==> src/hw/asr_pkg.sv <==
// Package for the asynchronous SRAM host controller
package asr_pkg;
   // ===================================================
   // Widths and timing (slowest grade, 15 ns)
   // ===================================================
   localparam int ADDR_W = 18;
   localparam int DATA_W = 8;
   localparam int CLK_PS = 5000;
   localparam int CYCLE_TIME_PS = 15000;       // Write and read cycle time
   localparam int ACCESS_TIME_PS = 15000;      // Address access time
   localparam int ADDR_SETUP_PS = 10000;       // Address and select to write end
   localparam int DATA_SETUP_MIN_PS = 7000;
   localparam int DATA_HOLD_MIN_PS = 0;
   localparam int WR_PULSE_MIN_OE_HIGH_PS = 10000;
   localparam int WR_PULSE_MIN_OE_LOW_PS = 11000;
   localparam int RELEASE_MAX_PS = 6000;       // Output release after write falls
   localparam int WR_RISE_TO_DRIVE_MIN_PS = 0;
   localparam int CNT_W = 4;

   function automatic logic [CNT_W-1:0] ps_to_cyc(input int ps);
      int c;
      c = (ps + CLK_PS - 1) / CLK_PS;
      if (c < 1) c = 1;
      return CNT_W'(c);
   endfunction

   // Write pulse covers release, data setup and both pulse minima
   localparam logic [CNT_W-1:0] WR_PULSE_CYC = ps_to_cyc(WR_PULSE_MIN_OE_LOW_PS);
   localparam logic [CNT_W-1:0] RELEASE_CYC = ps_to_cyc(RELEASE_MAX_PS);
   localparam logic [CNT_W-1:0] ADDR_SETUP_CYC = ps_to_cyc(ADDR_SETUP_PS);
   localparam logic [CNT_W-1:0] CYCLE_CYC = ps_to_cyc(CYCLE_TIME_PS);
   // Read adds one sampling margin and both synchroniser stages to the access time
   localparam logic [CNT_W-1:0] READ_CYC = ps_to_cyc(ACCESS_TIME_PS) + 4'h3;
   localparam logic [CNT_W-1:0] HOLD_CYC = ps_to_cyc(DATA_HOLD_MIN_PS);
   localparam logic [CNT_W-1:0] DATA_SETUP_CYC = ps_to_cyc(DATA_SETUP_MIN_PS);

   typedef struct packed {
      logic              we;
      logic [ADDR_W-1:0] addr;
      logic [DATA_W-1:0] wdata;
   } asr_req_t;

   typedef struct packed {
      logic              valid;
      logic [DATA_W-1:0] rdata;
   } asr_rsp_t;

   typedef enum logic [2:0] {ST_IDLE, ST_RD, ST_WR_SETUP, ST_WR_PULSE, ST_WR_HOLD, ST_RECOVER} asr_state_t;
endpackage

==> src/hw/asr_ctrl.sv <==
// Host controller driving a 256K x 8 asynchronous SRAM
`timescale 1ns/10ps
`default_nettype none
module asr_ctrl import asr_pkg::*; (
   input  wire logic             clk_sys,      // 200 MHz clock
   input  wire logic             rst,          // Async reset, active high
   input  wire logic             req_valid,    // Request strobe
   input  wire asr_req_t         req,          // Request fields
   output logic                  req_ready,    // Idle, request taken
   output asr_rsp_t              rsp,          // Read data pulse
   output logic                  ce_n,         // Chip select
   output logic                  oe_n,         // Output enable
   output logic                  we_n,         // Write enable
   output logic [ADDR_W-1:0]     word_addr,    // Address pins
   input  wire logic [DATA_W-1:0] byte_bus_i,  // Data bus in
   output logic [DATA_W-1:0]     byte_bus_o,   // Data bus out
   output logic                  byte_bus_oe   // Host drives data bus
);
   asr_state_t       state_reg;
   logic [CNT_W-1:0] cnt_reg;
   logic [DATA_W-1:0] din_s1_reg;
   logic [DATA_W-1:0] din_s2_reg;
   logic [CNT_W-1:0] we_low_cnt_reg;
   logic [CNT_W-1:0] drive_cnt_reg;
   logic [CNT_W-1:0] desel_cnt_reg;
   logic [CNT_W-1:0] rd_sel_cnt_reg;

   // ===================================================
   // Data bus synchroniser
   // ===================================================
   always_ff @(posedge clk_sys or posedge rst) begin
      if (rst) begin
         din_s1_reg <= 8'h00;
         din_s2_reg <= 8'h00;
      end else begin
         din_s1_reg <= byte_bus_i;
         din_s2_reg <= din_s1_reg;
      end
   end

   // ===================================================
   // Sequencer
   // ===================================================
   always_ff @(posedge clk_sys or posedge rst) begin
      if (rst) begin
         state_reg   <= ST_IDLE;
         cnt_reg     <= 4'h0;
         req_ready   <= 1'b0;
         rsp         <= '0;
         ce_n        <= 1'b1;
         oe_n        <= 1'b1;
         we_n        <= 1'b1;
         word_addr   <= 18'h00000;
         byte_bus_o  <= 8'h00;
         byte_bus_oe <= 1'b0;
      end else begin
         rsp.valid <= 1'b0;
         case (state_reg)
            ST_IDLE: begin
               req_ready <= 1'b1;
               ce_n      <= 1'b1;
               oe_n      <= 1'b1;
               we_n      <= 1'b1;
               if (req_valid && req_ready) begin
                  req_ready <= 1'b0;
                  word_addr <= req.addr;
                  ce_n      <= 1'b0;
                  if (req.we) begin
                     byte_bus_o <= req.wdata;
                     cnt_reg    <= ADDR_SETUP_CYC - WR_PULSE_CYC + 4'h1;
                     state_reg  <= ST_WR_SETUP;
                  end else begin
                     oe_n      <= 1'b0;
                     cnt_reg   <= READ_CYC;
                     state_reg <= ST_RD;
                  end
               end
            end
            ST_RD: begin
               we_n <= 1'b1;
               if (cnt_reg == 4'h1) begin
                  rsp.valid <= 1'b1;
                  rsp.rdata <= din_s2_reg;
                  ce_n      <= 1'b1;
                  oe_n      <= 1'b1;
                  cnt_reg   <= CYCLE_CYC;
                  state_reg <= ST_RECOVER;
               end else begin
                  cnt_reg <= cnt_reg - 4'h1;
               end
            end
            ST_WR_SETUP: begin
               if (cnt_reg <= 4'h1) begin
                  we_n      <= 1'b0;
                  cnt_reg   <= WR_PULSE_CYC;
                  state_reg <= ST_WR_PULSE;
               end else begin
                  cnt_reg <= cnt_reg - 4'h1;
               end
            end
            ST_WR_PULSE: begin
               // Output enable stays high in a write, so the memory is off the bus;
               // drive early enough to meet the data setup before the pulse ends
               if (cnt_reg == DATA_SETUP_CYC + 4'h1) begin
                  byte_bus_oe <= 1'b1;
               end
               if (cnt_reg == 4'h1) begin
                  we_n      <= 1'b1;
                  cnt_reg   <= HOLD_CYC;
                  state_reg <= ST_WR_HOLD;
               end else begin
                  cnt_reg <= cnt_reg - 4'h1;
               end
            end
            ST_WR_HOLD: begin
               byte_bus_oe <= 1'b0;
               ce_n        <= 1'b1;
               cnt_reg     <= CYCLE_CYC;
               state_reg   <= ST_RECOVER;
            end
            ST_RECOVER: begin
               if (cnt_reg <= 4'h1) begin
                  state_reg <= ST_IDLE;
               end else begin
                  cnt_reg <= cnt_reg - 4'h1;
               end
            end
            default: state_reg <= ST_IDLE;
         endcase
      end
   end

   // ===================================================
   // Protocol timing monitors
   // ===================================================
   // Saturating cycle counters read only by the checks
   function automatic logic [CNT_W-1:0] sat_inc(input logic [CNT_W-1:0] c);
      if (c == 4'hf) begin
         return c;
      end
      return c + 4'h1;
   endfunction

   // Cycles with the write strobe low
   always_ff @(posedge clk_sys or posedge rst) begin
      if (rst) begin
         we_low_cnt_reg <= 4'h0;
      end else if (!we_n) begin
         we_low_cnt_reg <= sat_inc(we_low_cnt_reg);
      end else begin
         we_low_cnt_reg <= 4'h0;
      end
   end

   // Cycles with write data on the bus inside the pulse
   always_ff @(posedge clk_sys or posedge rst) begin
      if (rst) begin
         drive_cnt_reg <= 4'h0;
      end else if (byte_bus_oe && !we_n) begin
         drive_cnt_reg <= sat_inc(drive_cnt_reg);
      end else begin
         drive_cnt_reg <= 4'h0;
      end
   end

   // Cycles deselected; reset counts as a long gap
   always_ff @(posedge clk_sys or posedge rst) begin
      if (rst) begin
         desel_cnt_reg <= CYCLE_CYC;
      end else if (ce_n) begin
         desel_cnt_reg <= sat_inc(desel_cnt_reg);
      end else begin
         desel_cnt_reg <= 4'h0;
      end
   end

   // Cycles with select and output enable both low
   always_ff @(posedge clk_sys or posedge rst) begin
      if (rst) begin
         rd_sel_cnt_reg <= 4'h0;
      end else if (!ce_n && !oe_n) begin
         rd_sel_cnt_reg <= sat_inc(rd_sel_cnt_reg);
      end else begin
         rd_sel_cnt_reg <= 4'h0;
      end
   end

   // ===================================================
   // Checks
   // ===================================================
   a_read_no_write: assert property (@(posedge clk_sys) disable iff (rst)
      (!oe_n && !ce_n) |-> we_n) else $error("write strobe low during read");
   a_no_bus_clash: assert property (@(posedge clk_sys) disable iff (rst)
      byte_bus_oe |-> oe_n) else $error("bus driven while memory may drive");
   a_write_pulse_len: assert property (@(posedge clk_sys) disable iff (rst)
      $fell(we_n) |-> !we_n [*3]) else $error("write pulse too short");
   a_data_stable_pulse: assert property (@(posedge clk_sys) disable iff (rst)
      (!we_n && $past(!we_n)) |-> $stable(byte_bus_o)) else $error("write data moved in pulse");
   a_addr_stable_write: assert property (@(posedge clk_sys) disable iff (rst)
      (!ce_n && $past(!ce_n)) |-> $stable(word_addr)) else $error("address moved in access");
   a_hold_after_end: assert property (@(posedge clk_sys) disable iff (rst)
      $rose(we_n) |-> byte_bus_oe && !ce_n) else $error("data or select dropped with write end");
   a_ce_before_we: assert property (@(posedge clk_sys) disable iff (rst)
      $fell(we_n) |-> $past(!ce_n)) else $error("write started before select");
   a_cycle_spacing: assert property (@(posedge clk_sys) disable iff (rst)
      $rose(ce_n) |-> ce_n [*3]) else $error("cycles too close");
   a_pulse_min_count: assert property (@(posedge clk_sys) disable iff (rst)
      $rose(we_n) |-> we_low_cnt_reg >= WR_PULSE_CYC) else $error("write pulse shorter than minimum");
   a_data_setup_count: assert property (@(posedge clk_sys) disable iff (rst)
      $rose(we_n) |-> drive_cnt_reg >= DATA_SETUP_CYC) else $error("write data driven too late");
   a_deselect_gap: assert property (@(posedge clk_sys) disable iff (rst)
      $fell(ce_n) |-> desel_cnt_reg >= CYCLE_CYC) else $error("select gap shorter than cycle time");
   a_read_wait: assert property (@(posedge clk_sys) disable iff (rst)
      rsp.valid |-> rd_sel_cnt_reg >= READ_CYC) else $error("read answered before data settled");
   a_we_selected: assert property (@(posedge clk_sys) disable iff (rst)
      !we_n |-> !ce_n) else $error("write strobe low while deselected");
   a_write_oe_high: assert property (@(posedge clk_sys) disable iff (rst)
      !we_n |-> oe_n) else $error("output enable low during write");
   a_rsp_single: assert property (@(posedge clk_sys) disable iff (rst)
      rsp.valid |=> !rsp.valid) else $error("read answer longer than one cycle");
   a_desel_no_drive: assert property (@(posedge clk_sys) disable iff (rst)
      ce_n |-> !byte_bus_oe) else $error("bus driven while deselected");
endmodule // asr_ctrl
`default_nettype wire

==> config.mk <==
export PLATFORM = sky130hd
export DESIGN_NAME = asr_ctrl
export DESIGN_NICKNAME = d
export VERILOG_FILES = /design/src/hw/asr_pkg.sv /design/src/hw/asr_ctrl.sv
export SDC_FILE = /design/constraint.sdc
export NUM_CORES = 1
export LEC_CHECK = 0
export BUFFER_PORTS_ARGS = -buffer_cell sky130_fd_sc_hd__buf_4
export CAP_MARGIN = 20
export CORE_AREA = 2 2 84 86
export CTS_BUF_LIST = sky130_fd_sc_hd__clkbuf_2
export CTS_CLUSTER_SIZE = 14
export DETAILED_ROUTE_END_ITERATION = 8
export DIE_AREA = 0 0 86 88
export MAX_ROUTING_LAYER = met4
export PLACE_DENSITY_LB_ADDON = 0.1
export SLEW_MARGIN = 20
export SYNTH_ARGS = -nofsm -noshare
export SYNTH_HDL_FRONTEND = slang
export SYNTH_SLANG_ARGS = --single-unit
export TNS_END_PERCENT = 1
==> constraint.sdc <==
create_clock -name clk_sys -period 1.8 [get_ports clk_sys]
set_clock_uncertainty 0.05 [all_clocks]
set_input_delay 0.36 -clock clk_sys [delete_from_list [all_inputs] [get_ports clk_sys]]
set_output_delay 0.36 -clock clk_sys [all_outputs]
set_load 0.03 [all_outputs]
After elaboration in Yosys (flattened, before gate mapping)
Index checks and enable logic that the tools add are counted.
Storage, ports and cells
  memories: 0
  memory bits (read-only): 0
  latch bits: 0
  bits in registers: 63
  logic and storage cells: 72
  RAM bits: 0
Cells by class
  multipliers: 0
  reduce and logical (&&, ||, !) cells: 17
  bitwise logic cells: 0
  div/mod/pow operators: 0
  equal/unequal tests: 14
  shifts and indexed selects: 0
  $add $sub $neg: 1
  muxes and demuxes: 26
  order comparisons: 1
Operator list (count)
  case mux 4 bit (6 select lines): 1
  2-to-1 mux 4 bit: 5
  2-to-1 mux 3 bit: 6
  2-to-1 mux 9 bit: 2
  case mux 3 bit (6 select lines): 1
  inequality test 2 bit (second input constant): 7
  AND reduction 2 bit: 5
  AND reduction 3 bit: 3
  == test 3 x 2 -> 1 bit (second input constant): 2
  == test 3 bit (second input constant): 2
  2-to-1 mux 1 bit: 6
  case mux 1 bit (3 select lines): 2
  nonzero test 3 bit: 2
  nonzero test 6 bit: 1
  AND reduction 5 bit: 1
  == test 4 x 1 -> 1 bit (second input constant): 1
  == test 4 x 2 -> 1 bit (second input constant): 1
  less-or-equal comparator 4 x 1 -> 1 bit (second input constant): 1
  case mux 1 bit (2 select lines): 2
  nonzero test 2 bit: 2
  subtractor 4 x 1 -> 4 bit (second input constant): 1
  == test 3 x 1 -> 1 bit (second input constant): 1
  logical NOT 3 bit: 1
  2-to-1 mux 2 bit: 1
  2 further kinds: 2

Longest topological paths before layout
Gate-level depths: netlist of run 1.
  word-level depth: 4
  mapped depth: 7

Worst setup path after synthesis of run 1
Ideal clock, no wire load.
  kind: reg2reg
  from: register cnt_reg[1]
  to: register cnt_reg[1]
  arrival time: 1579 ps
  slack: 52 ps
  path buffers: 1
  library setup time: 119 ps
  data required time: 1631 ps
  cell stages (with the launch flop): 8
  clock period less this slack: 1748 ps
  cell sequence: dfrtp_1 -> inv_1 -> ha_1 -> or3b_1 -> buf_2 -> mux2i_1 -> o221a_1 -> o21a_1
Between the ends
  longest elaborated chain between the ends: 3
  elaborated cells on any way between the ends: 10
  those cells by class: add/sub: 1; order compare: 1; eq/ne: 2; mux: 5; reduce/logical: 1
RTL lines
  from (decl): line asr_ctrl.sv:20  | logic [CNT_W-1:0] cnt_reg;
  from (signal assigned): line asr_ctrl.sv:70  | cnt_reg <= ADDR_SETUP_CYC - WR_PULSE_CYC + 4'h1;
  from (signal assigned): line asr_ctrl.sv:89  | cnt_reg <= cnt_reg - 4'h1;
  from (signal assigned): line asr_ctrl.sv:98  | cnt_reg <= cnt_reg - 4'h1;
  subtractor 4 x 1 -> 4 bit (tied with other cells)
  2-to-1 mux 4 bit (tied with other cells): line asr_ctrl.sv:122  | if (cnt_reg <= 4'h1) begin
  case mux 4 bit (6 select lines) or AND reduction 3 bit (tied branches)
Several ways; a longest one is shown, not always the timed one. The select of a mux whose other input is x is not followed.
A chain may end at the register's enable or synchronous reset.

Final worst setup path of run 1
  from: register cnt_reg[1]
  to: register cnt_reg[2]
Same word-level chain as after synthesis.

==> results of run 1 <==
[Yosys cell counts (all sizes together)]
cell,count
inv,8
or3b,1
nor3,4
nor4,1
o22ai,1
or2,1
nand2b,1
o21ai,9
o221a,1
o31ai,1
mux2i,1
nand3,3
o211ai,1
mux2,34
a221o,1
o22a,1
nand2,13
nor2b,1
dfrtp,60
nor3b,2
o31a,2
nor2,10
a22o,1
ha,3
buf,10
o21a,1
and2,1
o221ai,1
and2b,1
a21oi,13
clkbuf,2
a311oi,1
a21o,3
dfstp,3
a221oi,1
[worst max-delay path by stage]
stage | depth (start not counted) | start | endpoint | slack, ps
after global routing | 7 | cnt_reg[1]$_DFFE_PP0P_ | cnt_reg[2]$_DFFE_PP0P_ | -40
after global placement | 5 | cnt_reg[1]$_DFFE_PP0P_ | rsp[5]$_DFFE_PP0P_ | 60
after detailed placement | 5 | cnt_reg[1]$_DFFE_PP0P_ | rsp[2]$_DFFE_PP0P_ | 20
after CTS | 7 | cnt_reg[1]$_DFFE_PP0P_ | cnt_reg[2]$_DFFE_PP0P_ | 30
after floorplan | 7 | cnt_reg[1]$_DFFE_PP0P_ | cnt_reg[1]$_DFFE_PP0P_ | 50
final | 7 | cnt_reg[1]$_DFFE_PP0P_ | cnt_reg[2]$_DFFE_PP0P_ | 70
[cell families (layout without fill, tap and decap cells)]
group | after synthesis | after routing | synth area share (%)
buffers and inverters | 20 | 152 | 3.79
AND/OR/NAND/NOR | 39 | 39 | 8.12
adder cells (fa/ha/maj) | 3 | 3 | 1.46
flip-flops | 63 | 63 | 61.4
AO/OA/AOI/OAI | 38 | 38 | 10.0
multiplexers | 35 | 35 | 15.3
[metrics by stage]
stage | instances | util [%]
2_1_floorplan | 198 | -
3_3_place_gp | 359 | 50.2
3_5_place_dp | 359 | 50.2
4_1_cts | 410 | 57.8
5_1_grt | 410 | 58.1
6_report | 410 | 58.1
[report_power, final]
group / internal (W) / switching (W)
clock network: 0.000479 / 0.000574
logic: 0.00153 / 0.00184
registers: 0.00194 / 0.000383
total: 0.00395 / 0.00280
[layer usage]
layer	wire, µm	up-vias	share of wire [%]	track usage (%)
met5	0	-	0	-
met1	2420	984	42	20.4
met2	3040	60	52	27.8
li1	-	946	-	-
met4	64	0	1.1	6.93
met3	305	7	5.2	5.18
[final cells by class]
type	count	area [µm²]	share of cell area, %
multi-input combinational	115	922	23.9
inverter	8	33.8	0.875
timing repair buffer	128	1070	27.8
tap	80	100	2.59
clock buffer	9	45.0	1.17
sequential	63	1580	41.0
clock inverter	7	105	2.72
[worst reg2reg max path: cells and delay by family, from the launching register on]
family	cells	cell delay, ps
AND/OR/NAND/NOR	3	580
flip-flops	1	430
buffers and inverters	2	230
adder cells (fa/ha/maj)	1	190
AO/OA/AOI/OAI	1	190
[what timing repair did]
item | 4_1_cts | 5_1_grt
resized for setup | 1 | 6
endpoints found under the hold margin | 52 | 0
endpoints found under the setup margin | 2 | 13
pin swaps | 0 | 0
hold buffers | 35 | 0
==> flow_metrics.py, run 1 <==
metrics = {
    "yosys": {
        "synth_area_leaders": "dfrtp_1, mux2_2, dfstp_2",
        "syn-cell-area_um2": 2570,
        "yosysSeqAreaShare_pct": 61.4,
        "synth_top_area_share_pct": 58.3,
        "synth_warnings": 0,
        "syn_avg_cell_area_um2": 13.0,
        "synth_cell_type_count": 44,
        "synthCells": 198,
        "yosysTopAreaCell": "dfrtp_1",
        "syn_nets": 239,
        "ys_ff_latch": 63,
    },
    "sta": {
        "final.period_utilization_pct": 96.1,
        "worstMarginPinSlew_ps": 480,
        "finalSetupViolCount": 0,
        "relSlewSlack_pct": 67.9,
        "max_freq_mhz": 578,
        "finalSetupTns_ps": 0,
        "finalHoldViolCount": 0,
        "worst_slack_ps": 69.5,
        "min_period_ps": 1730,
        "grt_setup_unrepaired": "yes",
        "slew_violations": 0,
        "whs_ps": 119,
    },
    "detailed_routing": {
        "wire_per_inst_um": 14.2,
        "drt-initial-drc-count": 75,
        "drtPass1Iterations": 4,
        "drc_errors": 0,
        "routed_wl_um": 5830,
        "detail_route.vias_per_cell": 4.87,
        "vias": 1997,
        "postRouteAntennaNets": 0,
    },
    "global_routing": {
        "grt_overflow": 0,
        "grtUsageTotal_pct": 17.3,
        "grt_pass1_vias": 2101,
        "antenna_found_initial": 0,
        "grt_max_degree": 26,
        "grt_first_pass_wirelength_um": 9770,
    },
    "setup_path": {
        "crit_type": "reg -> reg",
        "r2r_cells": 7,
        "critPathCaptureType": "register",
        "timing.rr.end": "cnt_reg[2]$_DFFE_PP0P_",
        "start_kind": "register",
        "crit_family": "simple AND/OR/NAND/NOR gates",
        "ff2ff_setup_slack_ps": 70,
        "r2r-start": "cnt_reg[1]$_DFFE_PP0P_",
        "path_buf_inv": 2,
        "critical_path_arrival_ps": 2090,
        "cp.required_ps": 2160,
        "cpPeakStageDelay_ps": 430,
        "path_max_fanout": 5,
        "slowest_stage": "dfrtp_1",
        "crit_chain": "inv_2, ha_2, or3b_4, buf_4, nor2_1, nor3_1, o22a_1",
    },
    "clock_network": {
        "h-tree-depth": 3,
        "post_cts_buffers": 0,
        "tritoncts": "done",
        "clkTransAtPathRegs_ps": 200,
        "clock-sinks": 63,
        "clkLatencyLatePin_ps": 480,
        "cts.path.max_buffers": 2,
        "cts_made_buffers": 9,
        "cts-root-buf": "clkbuf_2",
    },
    "die": {
        "die_w_um": 86,
        "die_area_um2": 7570,
        "rows": 30,
        "die_h_um": 88,
        "start_util_pct": 38.8,
        "io_pins": 78,
        "core_um2": 6640,
    },
    "hold_path": {
        "hold_depth": 3,
        "hp-class": "in -> reg",
        "min-delay-start": "req[26]",
        "hold_end": "oe_n$_DFFE_PP1P_",
    },
    "final_layout": {
        "largest_register_ffs": 18,
        "largest_registers": "word_addr: 18 flops, rsp: 9 flops",
        "diodes": 0,
        "fill_cells": 576,
        "area_growth_pct": 50.0,
        "final_common_cell": "buf_4",
        "final_cell_mix": "buf_4, dfrtp_1, dlygate4sd3_1",
        "num-nets-final": 366,
        "final_cell_area_um2": 3860,
        "drive_gt1_share_pct": 47.6,
        "largest-register": "word_addr",
    },
    "status": {
        "outcome": "finished, final reports clean",
    },
    "job": {
        "maxCapViolCount": 0,
    },
    "pwr": {
        "total_power_w": 0.00675,
        "leakage_nw": 1.84,
        "irDropWorstVdd_mv": 0.763,
        "power.density_nw_per_um2": 1750,
    },
    "placement": {
        "dp_hpwl_um": 3840,
        "place_area_um2": 3330,
        "place_congestion": 0.831,
        "pre_cts_ws_ps": 23.2,
        "io_buffers": 77,
    },
}
Power figures use the tool's default switching activity.
==> run 2: changes to the inputs <==
Settings changed: RECOVER_POWER from default to 25.
==> flow_metrics.py, run 2 (same netlist as run 1, synthesis figures left out) <==
metrics = {
    "status": {
        "outcome": "finished, final reports clean",
    },
    "global_routing": {
        "grtUsageMet1_pct": 20.4,
        "antenna_found_initial": 0,
        "grt_use_met3_pct": 5.18,
        "grtUsageTotal_pct": 17.3,
        "grt_pass1_vias": 2101,
        "globalRoute.busiestLayer": "met2",
        "use_met2_pct": 27.8,
        "grt_max_degree": 26,
        "grt_overflow": 0,
        "grt_first_pass_wirelength_um": 9770,
    },
    "detailed_routing": {
        "drt-initial-drc-count": 80,
        "routed_wl_um": 5840,
        "postRouteAntennaNets": 0,
        "vias": 1988,
        "drc_errors": 0,
        "detail_route.vias_per_cell": 4.85,
        "wire_per_inst_um": 14.2,
        "drtPass1Iterations": 4,
    },
    "pwr": {
        "power_switching_w": 0.00280,
        "swShare_pct": 41.5,
        "total_power_w": 0.00675,
        "p_comb_share_pct": 49.9,
        "intPower_w": 0.00395,
        "leakage_nw": 1.84,
        "clkPwrFrac_pct": 15.6,
        "power.share.sequential_pct": 34.4,
        "power.density_nw_per_um2": 1750,
        "irDropWorstVdd_mv": 0.761,
    },
    "sta": {
        "finalHoldViolCount": 0,
        "max_freq_mhz": 578,
        "worstMarginPinSlew_ps": 973,
        "finalSetupViolCount": 0,
        "final.period_utilization_pct": 96.1,
        "grt_setup_unrepaired": "yes",
        "min_period_ps": 1730,
        "slew_violations": 0,
        "relSlewSlack_pct": 34.8,
    },
    "die": {
        "core_um2": 6640,
        "die_area_um2": 7570,
        "rows": 30,
        "io_pins": 78,
        "start_util_pct": 38.8,
        "die_w_um": 86,
        "die_h_um": 88,
    },
    "setup_path": {
        "cpPeakStageDelay_ps": 430,
        "crit_type": "reg -> reg",
        "path_max_fanout": 5,
        "path_buf_inv": 2,
        "crit_chain": "inv_2, ha_2, or3b_4, buf_4, nor2_1, nor3_1, o22a_1",
        "cp.required_ps": 2160,
        "critPathCaptureType": "register",
        "crit_family": "simple AND/OR/NAND/NOR gates",
        "slowest_stage": "dfrtp_1",
        "critical_path_arrival_ps": 2090,
        "start_kind": "register",
    },
    "placement": {
        "place_area_um2": 3330,
        "io_buffers": 77,
        "place_congestion": 0.831,
        "dp_hpwl_um": 3840,
    },
    "final_layout": {
        "diodes": 0,
        "num-nets-final": 366,
        "multi_input_area_um2": 922,
        "fill_cells": 576,
        "area_growth_pct": 49.9,
        "final_cell_mix": "buf_4, dfrtp_1, dlygate4sd3_1",
        "largest_registers": "word_addr: 18 flops, rsp: 9 flops",
        "drive_gt1_share_pct": 47.6,
        "largest_register_ffs": 18,
        "regArea_um2": 1580,
        "final_common_cell": "buf_4",
        "largest-register": "word_addr",
        "final_cell_area_um2": 3860,
    },
    "clock_network": {
        "cts_made_buffers": 9,
        "post_cts_buffers": 0,
        "tritoncts": "done",
        "clock-sinks": 63,
        "cts.path.max_buffers": 2,
        "h-tree-depth": 3,
        "clkLatencyLatePin_ps": 480,
        "cts-root-buf": "clkbuf_2",
        "clkTransAtPathRegs_ps": 200,
    },
    "job": {
        "maxCapViolCount": 0,
    },
    "hold_path": {
        "hp-class": "in -> reg",
    },
}
==> run 2: cell types whose count changed in the layout (fill, tap and decap cells not counted) <==
cell	before	now
clkbuf_4	0	10
clkinvlp_4	2	1
clkinvlp_2	0	1
buf_4	91	81
==> run 2: stage by stage <==
| stage | hold WS (ps) | setup slack (ps) | std cells | util (%) | TNS (ps) |
|---|---|---|---|---|---|
| detailed placement | 286 | 23.2 | 359 | 50.2 | 0 |
| floorplan | 281 | 52.3 | 198 | - | 0 |
| CTS | 69.6 | 30.2 | 410 | 57.8 | 0 |
| global placement | 281 | 64.8 | 359 | 50.2 | 0 |
| global route | 132 | -36.6 | 410 | 58.1 | -95.1 |
| finish | 120 | 69.7 | 410 | 58.1 | 0 |
==> run 2: routing by layer <==
metal | part of all wire, % | vias to the layer above
li1 | - | 946
met1 | 42 | 976
met2 | 52 | 59
met3 | 5.1 | 7
met4 | 1.1 | 0
met5 | 0 | -
==> run 2: power by group through the flow <==
stage                     Clock (W)  Sequential, W  Combinational, W
after floorplan                   0        0.00306           0.00134
after global placement            0        0.00232           0.00325
after detailed placement          0        0.00234           0.00327
after CTS                   0.00110        0.00231           0.00336
after global routing        0.00117        0.00240           0.00362
final                       0.00106        0.00232           0.00337
==> run 2: cell type report <==
cell class                      instances  share of cell area (%)
Clock buffer                            9                    1.17
Clock inverter                          7                    2.72
Inverter                                8                   0.811
Multi-Input combinational cell        115                    23.9
Sequential cell                        63                    41.0
Tap cell                               80                    2.59
Timing Repair Buffer                  128                    27.8
==> run 2: worst register-to-register path, delay by kind of cell (launching register included) <==
kind / cells / cell delay (ps)
AOI/OAI and AO/OA: 1 / 190
and+or+nand+nor: 3 / 570
DFF: 1 / 430
buffers and inverters: 2 / 230
adders and majority gates: 1 / 190
==> run 2: what timing repair did <==
action	CTS	global route
endpoints found under the hold margin	52	0
gates resized for setup	1	6
hold buffers	35	0
endpoints found under the setup margin	2	13
==> run 2: path summary, 6_finish.rpt <==
kind	from	endpoint	slack, ps	cells after the start
max in group asynchronous	rst	word_addr[16]$_DFFE_PP0P_	450	4
worst max register to register	cnt_reg[1]$_DFFE_PP0P_	cnt_reg[2]$_DFFE_PP0P_	70	7
worst max-delay path	cnt_reg[1]$_DFFE_PP0P_	cnt_reg[2]$_DFFE_PP0P_	70	7
worst min register to register	din_s1_reg[7]$_DFF_PP0_	din_s2_reg[7]$_DFF_PP0_	320	0
worst min-delay path	req[26]	oe_n$_DFFE_PP1P_	120	3
min in group asynchronous	rst	din_s2_reg[7]$_DFF_PP0_	530	3
